$ cat src/ddpsr_map.svh
// Special-function register offsets, field positions and reset values
// for the stack pointer and dual data pointer block.
// Assumes an 8-bit special-function register address space.
`ifndef DDPSR_MAP_SVH
`define DDPSR_MAP_SVH

`define DDPSR_ADDR_STACK 8'h81
`define DDPSR_ADDR_PRI_LO 8'h82
`define DDPSR_ADDR_PRI_HI 8'h83
`define DDPSR_ADDR_AUX_LO 8'h84
`define DDPSR_ADDR_AUX_HI 8'h85
`define DDPSR_ADDR_SELECT 8'h86

`define DDPSR_RST_STACK 8'h07
`define DDPSR_RST_PTR_BYTE 8'h00
`define DDPSR_RST_SELECT 1'h0

`define DDPSR_SEL_BIT 0

`endif

$ cat src/ddpsr_pkg.sv
// Types shared by the stack pointer and dual data pointer block.
// Assumes the constants of ddpsr_map.svh for addresses and reset values.
package ddpsr_pkg;

  // Stack operation requested by the core for this cycle
  typedef enum logic [3:0] {
    DDPSR_STK_NONE = 4'h1,
    DDPSR_STK_PUSH = 4'h2,
    DDPSR_STK_POP = 4'h4,
    DDPSR_STK_HOLD = 4'h8
  } ddpsr_stk_e;

  // Data pointer operation requested by the core for this cycle
  typedef enum logic [3:0] {
    DDPSR_DP_NONE = 4'h1,
    DDPSR_DP_LOAD = 4'h2,
    DDPSR_DP_INC = 4'h4,
    DDPSR_DP_HOLD = 4'h8
  } ddpsr_dp_e;

  // Register-space access from the core
  typedef struct packed {
    logic wr_en;
    logic rd_en;
    logic [7:0] addr;
    logic [7:0] wdata;
  } ddpsr_sfr_req_s;

  // Core request for pointer movement
  typedef struct packed {
    ddpsr_stk_e stk_op;
    ddpsr_dp_e dp_op;
    logic [15:0] dp_load;
  } ddpsr_core_req_s;

endpackage : ddpsr_pkg

$ cat src/ddpsr_regs.sv
// Stack pointer, primary and auxiliary data pointers and bank select.
// Assumes the core drives one request per clock, same clock domain.
//
// Summary of operation
// - Stack pointer increments before each push or call byte is stored.
// - Stack pointer decrements after each pop, return or interrupt-return byte.
// - Reset loads stack pointer with 07h.
// - Stack pointer is an 8-bit readable and writable register.
// - Primary data pointer is 16 bits in separate low and high byte registers.
// - Auxiliary 16-bit data pointer, own low and high bytes, independent.
// - Select bit 0 routes pointer instructions to primary (0) or auxiliary (1).
// - With auxiliary selected, pointer loads and increments touch only auxiliary.
`timescale 1ns/1ps
`include "ddpsr_map.svh"

module ddpsr_regs
  import ddpsr_pkg::*;
(
  input wire logic clock,
  input wire logic sys_rst,
  input wire ddpsr_sfr_req_s sfr_req,
  input wire ddpsr_core_req_s core_req,
  output logic [7:0] sfr_rdata,
  output logic sfr_hit,
  output logic [7:0] stack_write_addr,
  output logic [7:0] stack_top_pointer,
  output logic [15:0] active_data_pointer,
  output logic pointer_bank_select
);

  // Byte registers behind the two pointer pairs
  logic [7:0] primary_ptr_low_byte;
  logic [7:0] primary_ptr_high_byte;
  logic [7:0] aux_ptr_low_byte;
  logic [7:0] aux_ptr_high_byte;

  // Next values, one set per group of state
  logic [7:0] next_stack_top_pointer;
  logic [7:0] next_stack_write_addr;
  logic [7:0] next_primary_ptr_low_byte;
  logic [7:0] next_primary_ptr_high_byte;
  logic [7:0] next_aux_ptr_low_byte;
  logic [7:0] next_aux_ptr_high_byte;
  logic next_pointer_bank_select;
  logic [15:0] next_active_data_pointer;
  logic [7:0] next_sfr_rdata;

  // Whole pair words as the core sees them
  logic [15:0] pri_word;
  logic [15:0] aux_word;

  // Per-register write strobes and bank steering
  localparam int unsigned REG_COUNT = 6;
  logic [REG_COUNT-1:0] wr_strobe;
  logic wr_stack;
  logic wr_pri_lo;
  logic wr_pri_hi;
  logic wr_aux_lo;
  logic wr_aux_hi;
  logic wr_select;
  logic pri_takes_op;
  logic aux_takes_op;

  // Decode used by the write strobes only; the read path and sfr_hit decode on their own
  function automatic logic addr_is(input logic [7:0] a, input logic [7:0] target);
    addr_is = (a == target);
  endfunction : addr_is

  // Pointer update for one bank; unselected banks pass through unchanged
  function automatic logic [15:0] dp_update(input logic [15:0] cur, input ddpsr_dp_e op,
                                            input logic [15:0] ld);
    case (op)
      DDPSR_DP_LOAD: dp_update = ld;
      DDPSR_DP_INC: dp_update = cur + 16'h0001;
      default: dp_update = cur;
    endcase
  endfunction : dp_update

  // Stack pointer movement for one core request; other codes leave it alone
  function automatic logic [7:0] stk_update(input logic [7:0] cur, input ddpsr_stk_e op);
    case (op)
      DDPSR_STK_PUSH: stk_update = cur + 8'h01;
      DDPSR_STK_POP: stk_update = cur - 8'h01;
      default: stk_update = cur;
    endcase
  endfunction : stk_update

  assign pri_word = {primary_ptr_high_byte, primary_ptr_low_byte};
  assign aux_word = {aux_ptr_high_byte, aux_ptr_low_byte};

  // One strobe per mapped register, in address order from the stack pointer up.
  // This relies on the six registers sitting at consecutive addresses.
  genvar reg_idx;
  generate
    for (reg_idx = 0; reg_idx < REG_COUNT; reg_idx++) begin : g_wr_strobe
      assign wr_strobe[reg_idx] = sfr_req.wr_en
        && addr_is(sfr_req.addr, `DDPSR_ADDR_STACK + 8'(reg_idx));
    end
  endgenerate

  assign wr_stack = wr_strobe[0];
  assign wr_pri_lo = wr_strobe[1];
  assign wr_pri_hi = wr_strobe[2];
  assign wr_aux_lo = wr_strobe[3];
  assign wr_aux_hi = wr_strobe[4];
  assign wr_select = wr_strobe[5];

  // core pointer ops reach only the selected bank
  assign pri_takes_op = !pointer_bank_select;
  assign aux_takes_op = pointer_bank_select;

  // Address range decode, independent of the strobes
  assign sfr_hit = sfr_req.addr inside {`DDPSR_ADDR_STACK, `DDPSR_ADDR_PRI_LO,
                                        `DDPSR_ADDR_PRI_HI, `DDPSR_ADDR_AUX_LO,
                                        `DDPSR_ADDR_AUX_HI, `DDPSR_ADDR_SELECT};

  // Stack group: pointer and push target move together.
  // The pointer wraps modulo 256; there is no overflow or underflow flag.
  always_comb begin
    next_stack_top_pointer = stk_update(stack_top_pointer, core_req.stk_op);
    // writable stack pointer; software wins over a same-cycle core move
    if (wr_stack) begin
      next_stack_top_pointer = sfr_req.wdata;
    end
    // push target registered one above the new top
    next_stack_write_addr = next_stack_top_pointer + 8'h01;
  end

  always_ff @(posedge clock) begin
    if (sys_rst) begin
      stack_top_pointer <= `DDPSR_RST_STACK;
      stack_write_addr <= `DDPSR_RST_STACK + 8'h01;
    end else begin
      stack_top_pointer <= next_stack_top_pointer;
      stack_write_addr <= next_stack_write_addr;
    end
  end

  // Primary pair group
  always_comb begin
    logic [15:0] pri_new;
    pri_new = pri_word;
    // primary pair moves only while it is the selected bank
    if (pri_takes_op) begin
      pri_new = dp_update(pri_word, core_req.dp_op, core_req.dp_load);
    end
    next_primary_ptr_low_byte = pri_new[7:0];
    next_primary_ptr_high_byte = pri_new[15:8];
    // a byte write replaces its own byte; the other keeps the core result
    if (wr_pri_lo) begin
      next_primary_ptr_low_byte = sfr_req.wdata;
    end
    if (wr_pri_hi) begin
      next_primary_ptr_high_byte = sfr_req.wdata;
    end
  end

  always_ff @(posedge clock) begin
    if (sys_rst) begin
      primary_ptr_low_byte <= `DDPSR_RST_PTR_BYTE;
      primary_ptr_high_byte <= `DDPSR_RST_PTR_BYTE;
    end else begin
      primary_ptr_low_byte <= next_primary_ptr_low_byte;
      primary_ptr_high_byte <= next_primary_ptr_high_byte;
    end
  end

  // Auxiliary pair group, a copy of the primary one with its own steering
  always_comb begin
    logic [15:0] aux_new;
    aux_new = aux_word;
    // auxiliary pair moves only while it is the selected bank
    if (aux_takes_op) begin
      aux_new = dp_update(aux_word, core_req.dp_op, core_req.dp_load);
    end
    next_aux_ptr_low_byte = aux_new[7:0];
    next_aux_ptr_high_byte = aux_new[15:8];
    // auxiliary byte writes, independent of the primary pair
    if (wr_aux_lo) begin
      next_aux_ptr_low_byte = sfr_req.wdata;
    end
    if (wr_aux_hi) begin
      next_aux_ptr_high_byte = sfr_req.wdata;
    end
  end

  always_ff @(posedge clock) begin
    if (sys_rst) begin
      aux_ptr_low_byte <= `DDPSR_RST_PTR_BYTE;
      aux_ptr_high_byte <= `DDPSR_RST_PTR_BYTE;
    end else begin
      aux_ptr_low_byte <= next_aux_ptr_low_byte;
      aux_ptr_high_byte <= next_aux_ptr_high_byte;
    end
  end

  // Bank select group
  always_comb begin
    next_pointer_bank_select = pointer_bank_select;
    // only bit 0 stored, the upper bits are dropped
    if (wr_select) begin
      next_pointer_bank_select = sfr_req.wdata[`DDPSR_SEL_BIT];
    end
  end

  always_ff @(posedge clock) begin
    if (sys_rst) begin
      // select resets to the primary bank
      pointer_bank_select <= `DDPSR_RST_SELECT;
    end else begin
      pointer_bank_select <= next_pointer_bank_select;
    end
  end

  // Active pointer group: registered from next values, so it never lags
  // the pair it mirrors, while the output still comes straight from a flop.
  always_comb begin
    if (next_pointer_bank_select) begin
      next_active_data_pointer = {next_aux_ptr_high_byte, next_aux_ptr_low_byte};
    end else begin
      next_active_data_pointer = {next_primary_ptr_high_byte, next_primary_ptr_low_byte};
    end
  end

  always_ff @(posedge clock) begin
    if (sys_rst) begin
      active_data_pointer <= {`DDPSR_RST_PTR_BYTE, `DDPSR_RST_PTR_BYTE};
    end else begin
      active_data_pointer <= next_active_data_pointer;
    end
  end

  // Read group: a read in the same cycle as a write returns the old value

  always_comb begin
    next_sfr_rdata = 8'h00;
    if (sfr_req.rd_en) begin
      case (sfr_req.addr)
        `DDPSR_ADDR_STACK: next_sfr_rdata = stack_top_pointer;
        `DDPSR_ADDR_PRI_LO: next_sfr_rdata = primary_ptr_low_byte;
        `DDPSR_ADDR_PRI_HI: next_sfr_rdata = primary_ptr_high_byte;
        `DDPSR_ADDR_AUX_LO: next_sfr_rdata = aux_ptr_low_byte;
        `DDPSR_ADDR_AUX_HI: next_sfr_rdata = aux_ptr_high_byte;
        `DDPSR_ADDR_SELECT: next_sfr_rdata = {7'h00, pointer_bank_select};
        default: next_sfr_rdata = 8'h00;
      endcase
    end
  end

  // Read data stands one cycle and falls back to zero when no read is made
  always_ff @(posedge clock) begin
    if (sys_rst) begin
      sfr_rdata <= 8'h00;
    end else begin
      sfr_rdata <= next_sfr_rdata;
    end
  end

endmodule : ddpsr_regs

$ cat config.mk
export PLATFORM = sky130hd
export DESIGN_NAME = ddpsr_regs
export DESIGN_NICKNAME = d
export VERILOG_FILES = /design/src/ddpsr_pkg.sv /design/src/ddpsr_regs.sv
export VERILOG_INCLUDE_DIRS = /design/src
export SDC_FILE = /design/constraint.sdc
export NUM_CORES = 1
export LEC_CHECK = 0
export ABC_AREA = 1
export ABC_CLOCK_PERIOD_IN_PS = 2900
export BUFFER_PORTS_ARGS = -buffer_cell sky130_fd_sc_hd__buf_2
export CORE_MARGIN = 4
export CORE_UTILIZATION = 56
export CTS_CLUSTER_DIAMETER = 200
export CTS_CLUSTER_SIZE = 16
export DETAILED_ROUTE_END_ITERATION = 10
export PLACE_DENSITY = 0.79
export SYNTH_ARGS = -nofsm -noshare
export SYNTH_HDL_FRONTEND = slang
export SYNTH_SLANG_ARGS = --single-unit
$ cat constraint.sdc
create_clock -name clock -period 2.9 [get_ports clock]
set_input_delay 0.29 -clock clock [delete_from_list [all_inputs] [get_ports clock]]
set_output_delay 0.29 -clock clock [all_outputs]
set_load 0.01 [all_outputs]
# ---- Word level (Yosys, flattened, before mapping)
# Index checks and enable logic that the tools add are counted.
dict set report word_totals {
  out_inout_bits 42
  mem_bits_ro 0
  register_bits 73
  latch_bits 0
  mem_bits_rw 0
  word_cells 46
  mem_count 0
  input_bits 44
}
dict set report classes {
  n_shift 0
  n_lt_le_gt_ge 0
  n_eq_ne 10
  mux 13
  bitwise_logic 1
  reduce_logical 8
  multipliers 0
  n_div 0
  n_addsub 5
}
# operator n
set ops {}
lappend ops {{case mux 16 bit (2 select lines)} 2}
lappend ops {{equality test 8 bit, second input constant} 6}
lappend ops {{two-way mux 16 bit} 3}
lappend ops {{case mux 8 bit (6 select lines)} 1}
lappend ops {{two-way mux 8 bit} 5}
lappend ops {{adder 16 x 1 -> 16 bit, second input constant} 2}
lappend ops {{adder 8 x 1 -> 8 bit, second input constant} 2}
lappend ops {{case mux 8 bit (2 select lines)} 1}
lappend ops {{equality test 4 x 2 -> 1 bit, second input constant} 2}
lappend ops {{equality test 4 x 3 -> 1 bit, second input constant} 2}
lappend ops {{subtractor 8 x 1 -> 8 bit, second input constant} 1}
lappend ops {{logical AND 1 bit} 6}
lappend ops {{nonzero test 6 bit} 1}
lappend ops {{OR reduction 2 bit} 1}
lappend ops {{two-way mux 1 bit} 1}
lappend ops {{inverter 1 bit} 1}

# ---- Depth between registers and ports, before layout
dict set report depth {
  word_depth 5
  mapped_depth 21
  ltp_nobuf 21
}

# ---- Worst setup path before layout
# No wires, ideal clock.
dict set report synth_timing {
  path_kind {input to register}
  start {input port core_req[23] in the netlist's numbering}
  end {register stack_write_addr[6]}
  required_ps 2787
  n_path_buf 0
  arrival_ps 2060
  setup_time_ps 113
  path_slack_ps 727
  path_stages 17
  path_cell_list {nor2_2 > nand3_1 > nand2_1 > inv_1 > ha_1 > inv_1 > nand2_1 > nand3_1 > o21ai_4 > ha_1 > inv_1 > nor2_1 > nand3_1 > nor2_2 > o21ai_1 > o21ai_1 > inv_1}
}
dict set report synth_via {
  elab_chain_cells 4
  elab_cells_between_ends 5
  cone_classes {add/sub (1); eq/ne (2); mux (2)}
}
# element line
set synth_rtl {}
lappend synth_rtl {{start, declared} ddpsr_regs.sv:22} ;# input wire ddpsr_core_req_s core_req,
lappend synth_rtl {{equality test 4 x 3 -> 1 bit / equality test 4 x 2 -> 1 bit (equally long branches)} ddpsr_regs.sv:81} ;# case (op)
lappend synth_rtl {{case mux 8 bit (2 select lines) *} ddpsr_regs.sv:81}
lappend synth_rtl {{two-way mux 8 bit *} ddpsr_regs.sv:122} ;# if (wr_stack) begin
lappend synth_rtl {{net next_stack_top_pointer[1]} ddpsr_regs.sv:38} ;# logic [7:0] next_stack_top_pointer;
lappend synth_rtl {{adder 8 x 1 -> 8 bit *} ddpsr_regs.sv:126} ;# next_stack_write_addr = next_stack_top_pointer + 8'h01;
lappend synth_rtl {{end signal, assigned} ddpsr_regs.sv:132} ;# stack_write_addr <= `DDPSR_RST_STACK + 8'h01;
lappend synth_rtl {{end signal, assigned} ddpsr_regs.sv:135} ;# stack_write_addr <= next_stack_write_addr;
lappend synth_rtl {{end, declared} ddpsr_regs.sv:25} ;# output logic [7:0] stack_write_addr,
# The timed path passes the listed nets; every way through them passes the cells marked *.
# A chain may end at the register's enable or synchronous reset.

# ---- Final worst setup path
dict set report layout_timing {
  start {register stack_top_pointer[1]}
  end {register stack_write_addr[6]}
}
dict set report layout_via {
  elab_chain_cells 4
  elab_cells_between_ends 5
  cone_classes {add/sub (3); mux (2)}
}
# element line
set layout_rtl {}
lappend layout_rtl {{start, declared} ddpsr_regs.sv:26} ;# output logic [7:0] stack_top_pointer,
lappend layout_rtl {{start signal, assigned} ddpsr_regs.sv:131} ;# stack_top_pointer <= `DDPSR_RST_STACK;
lappend layout_rtl {{start signal, assigned} ddpsr_regs.sv:134} ;# stack_top_pointer <= next_stack_top_pointer;
lappend layout_rtl {{subtractor 8 x 1 -> 8 bit / adder 8 x 1 -> 8 bit (equally long branches)} {ddpsr_regs.sv:83, ddpsr_regs.sv:82}}
lappend layout_rtl {{case mux 8 bit (2 select lines) *} ddpsr_regs.sv:81}
lappend layout_rtl {{two-way mux 8 bit *} ddpsr_regs.sv:122}
lappend layout_rtl {{net next_stack_top_pointer[1]} ddpsr_regs.sv:38}
lappend layout_rtl {{adder 8 x 1 -> 8 bit *} ddpsr_regs.sv:126}
# Marks and branches as above.

==> metrics.csv <==
metric;value;unit
status;finished clean;
clock-pin slew on the worst setup and hold paths;0.08;ns
CP Capture Type;register;
antenna violations before repair;0;
setup TNS;0;ns
Final Cycle Share;0.8029;
CTS tree;built;
main flop type after synthesis;dfxtp_1;
data required time of the critical path;3.14;ns
non-filler cells, final;925;
CTS H-Tree Depth;3;
Sink Count;73;
Area Growth Syn to Fin;17.53;%
FF-to-FF End;stack_write_addr[6]$_SDFF_PP0_;
Worst VDD drop;0.2748;mV
Setup CP Type;register to register;
DRC viols;0;
WP data arrival;2.57;ns
maximum fanout along the worst path;5;
clock skew;0.005740;ns
share of layout cells above drive strength 1;0.1847;
number of global-route vias before repair;5036;
Fillers;724;
DR vias;5332;
Post-CTS Resized;0;
DIE AREA;9752;µm²
vias per cell;5.764;
GRT Total Usage;0.3264;
largest net degree at the start of global routing;36;
sequential area share after synthesis;0.3169;
RSZ-0062 raised after global routing;false;
final core utilization;0.6907;
most frequent cell after synthesis;nand2_1;
# setup viols final;0;
Post-CTS Setup Repair Bufs;0;
top cells by count, synth;nand2_1, inv_1, nor2_1;
drt pass-1 iters;5;
placed cell count;909;
Hold Path Class;primary input to register;
number of flops mapped to enable cells by yosys;0;
Syn Inst Count;732;
die width;98.75;µm
Core Rows;32;
Root Driver;clkbuf_8;
r2r startpoint;stack_top_pointer[1]$_SDFF_PP1_;
worst-case reg-to-reg path depth;16;
Worst-Margin Slew;0.5533;ns
largest area contributor in the netlist;dfxtp_1;
Die Y;98.75;µm
post-cts hold buffer count;0;
synthesis-stage register bit count;73;
GR Overflow Total;0;
R2R setup slack;0.57;ns
DP HPWL;12140;µm
Max Freq;429.5;MHz
clk_lat worst skew;0.35;ns
fin crit period;2.328;ns
io pins;86;
cts bufs inserted;9;
Antenna Cells;0;
Max-slew headroom;0.6307;
Pwr per Cell Area;449.1;nW/µm²
initial core utilization;0.5877;
Nets;867;
Yosys warning count;0;
Final Hold Vio Count;0;
leakage power;2.563;nW
Setup crit start;stack_top_pointer[1]$_SDFF_PP1_;
fin. max-slew vios;0;
mean routed wirelength per cell;17.27;µm
Core ar.;7848;µm²
CTS max path bufs;2;
CP Capture Point;stack_write_addr[6]$_SDFF_PP0_;
Yosys cell types;45;
Max-Cap Viols;0;
antenna viol nets, final;0;
Synth async-reset ratio;0;
Syn Nets;781;
largest cells by area after synthesis;dfxtp_1, nand2_1, inv_1;
average cell area after synthesis;6.300;µm²
crit path launch type;register;
I/O Buffers;85;
GPL Wtd Cong;1.009;
share of the synthesized area in the top cell type;0.3169;
DRT iter0 DRCs;464;
post-synthesis cell area;4612;µm²
final design area excluding fillers;5420;µm²
dpl cell area;5154;µm²
final wirelength;15980;µm
first-pass GRT wire length;25510;µm
==> worst min path at each step <==
stage                      from                       to  slack [ns]  cells past startpoint
finish              sfr_req[16]  sfr_rdata[0]$_SDFF_PP0_        0.19                      3
global route        sfr_req[16]  sfr_rdata[0]$_SDFF_PP0_        0.21                      3
CTS                 sfr_req[16]  sfr_rdata[0]$_SDFF_PP0_        0.18                      3
detailed placement  sfr_req[16]  sfr_rdata[0]$_SDFF_PP0_        0.55                      3
global placement    sfr_req[16]  sfr_rdata[0]$_SDFF_PP0_        0.55                      3
floorplan           sfr_req[16]  sfr_rdata[0]$_SDFF_PP0_        0.42                      2
==> logic make-up after synthesis <==
kind of cell,count (synthesis),synth area share
XOR/XNOR,2,0.003799
adder cells (fa/ha/maj),5,0.01356
AO/OA/AOI/OAI,159,0.2062
AND/OR/NAND/NOR,367,0.3508
buffers and inverters,126,0.1088
flip-flops,73,0.3169
==> per-layer routing <==
layer,vias to the layer above,GRT usage,part of all wire
met5,-,0,0
met2,322,0.5269,0.45
li1,2570,-,-
met3,41,0.04459,0.11
met1,2399,0.4371,0.40
met4,0,0.1366,0.031
==> cells in the final DEF (no fill, tap or decap), types with 4 or more instances in the layout <==
| cell | Yosys | routed |
|---|---|---|
| nand2_1 | 187 | 187 |
| inv_1 | 98 | 98 |
| buf_2 | 7 | 85 |
| nor2_1 | 80 | 80 |
| dfxtp_1 | 73 | 73 |
| o21ai_0 | 55 | 55 |
| nand3_1 | 51 | 51 |
| a21oi_1 | 37 | 37 |
| o21ai_1 | 14 | 14 |
| nor2_2 | 12 | 12 |
| a221oi_1 | 11 | 11 |
| o211ai_1 | 11 | 11 |
| buf_4 | 1 | 10 |
| clkbuf_8 | 0 | 9 |
| nand2_2 | 8 | 8 |
| o22ai_1 | 8 | 8 |
| o221ai_1 | 7 | 7 |
| inv_2 | 5 | 5 |
| ha_1 | 5 | 5 |
| nor3_1 | 4 | 4 |
| o21bai_1 | 4 | 4 |
| bufinv_16 | 0 | 4 |
==> report_power, final <==
group	switching (mW)	total [mW]	internal, mW
Clock	0.407	1.07	0.660
Combinational	0.201	0.308	0.107
Sequential	0.0269	1.06	1.03
Total	0.636	2.43	1.80
==> state kept, by name, indices dropped and copies added, names as in the netlist <==
register,flops
primary_ptr_high_byte,8
sfr_rdata,8
aux_ptr_high_byte,8
stack_write_addr,8
primary_ptr_low_byte,8
active_data_pointer,16
pointer_bank_select,1
aux_ptr_low_byte,8
stack_top_pointer,8
==> final cells by class <==
class                      count  area [µm²]  share of cell area
inverter                     105       395.4             0.07295
clock inverter                 7       142.6             0.02632
sequential                    73        1461              0.2696
timing repair buffer          96       520.5             0.09603
tap                          102       127.6             0.02355
clock buffer                   9       123.9             0.02285
multi-input combinational    533        2649              0.4887
==> through the flow <==
| step | hold slack, ns | total power, mW | setup slack [ns] |
|---|---|---|---|
| floorplan | 0.4186 | 1.255 | 0.7266 |
| global placement | 0.5546 | 1.373 | 0.4357 |
| detailed placement | 0.5454 | 1.381 | 0.3617 |
| CTS | 0.1832 | 2.433 | 0.6118 |
| global route | 0.2105 | 2.530 | 0.3421 |
| finish | 0.1870 | 2.434 | 0.5716 |
==> critical path, cell delays in order, from the launching register on <==
cell	delay (ns)
dfxtp_1	0.39
nand3_1	0.19
nand2_1	0.14
inv_1	0.05
ha_1	0.26
inv_1	0.03
nand2_1	0.05
nand3_1	0.12
o21ai_4	0.11
ha_1	0.20
inv_1	0.05
nor2_1	0.14
nand3_1	0.14
nor2_2	0.14
o21ai_1	0.07
o21ai_1	0.09
inv_1	0.05
Power figures use the tool's default switching activity.
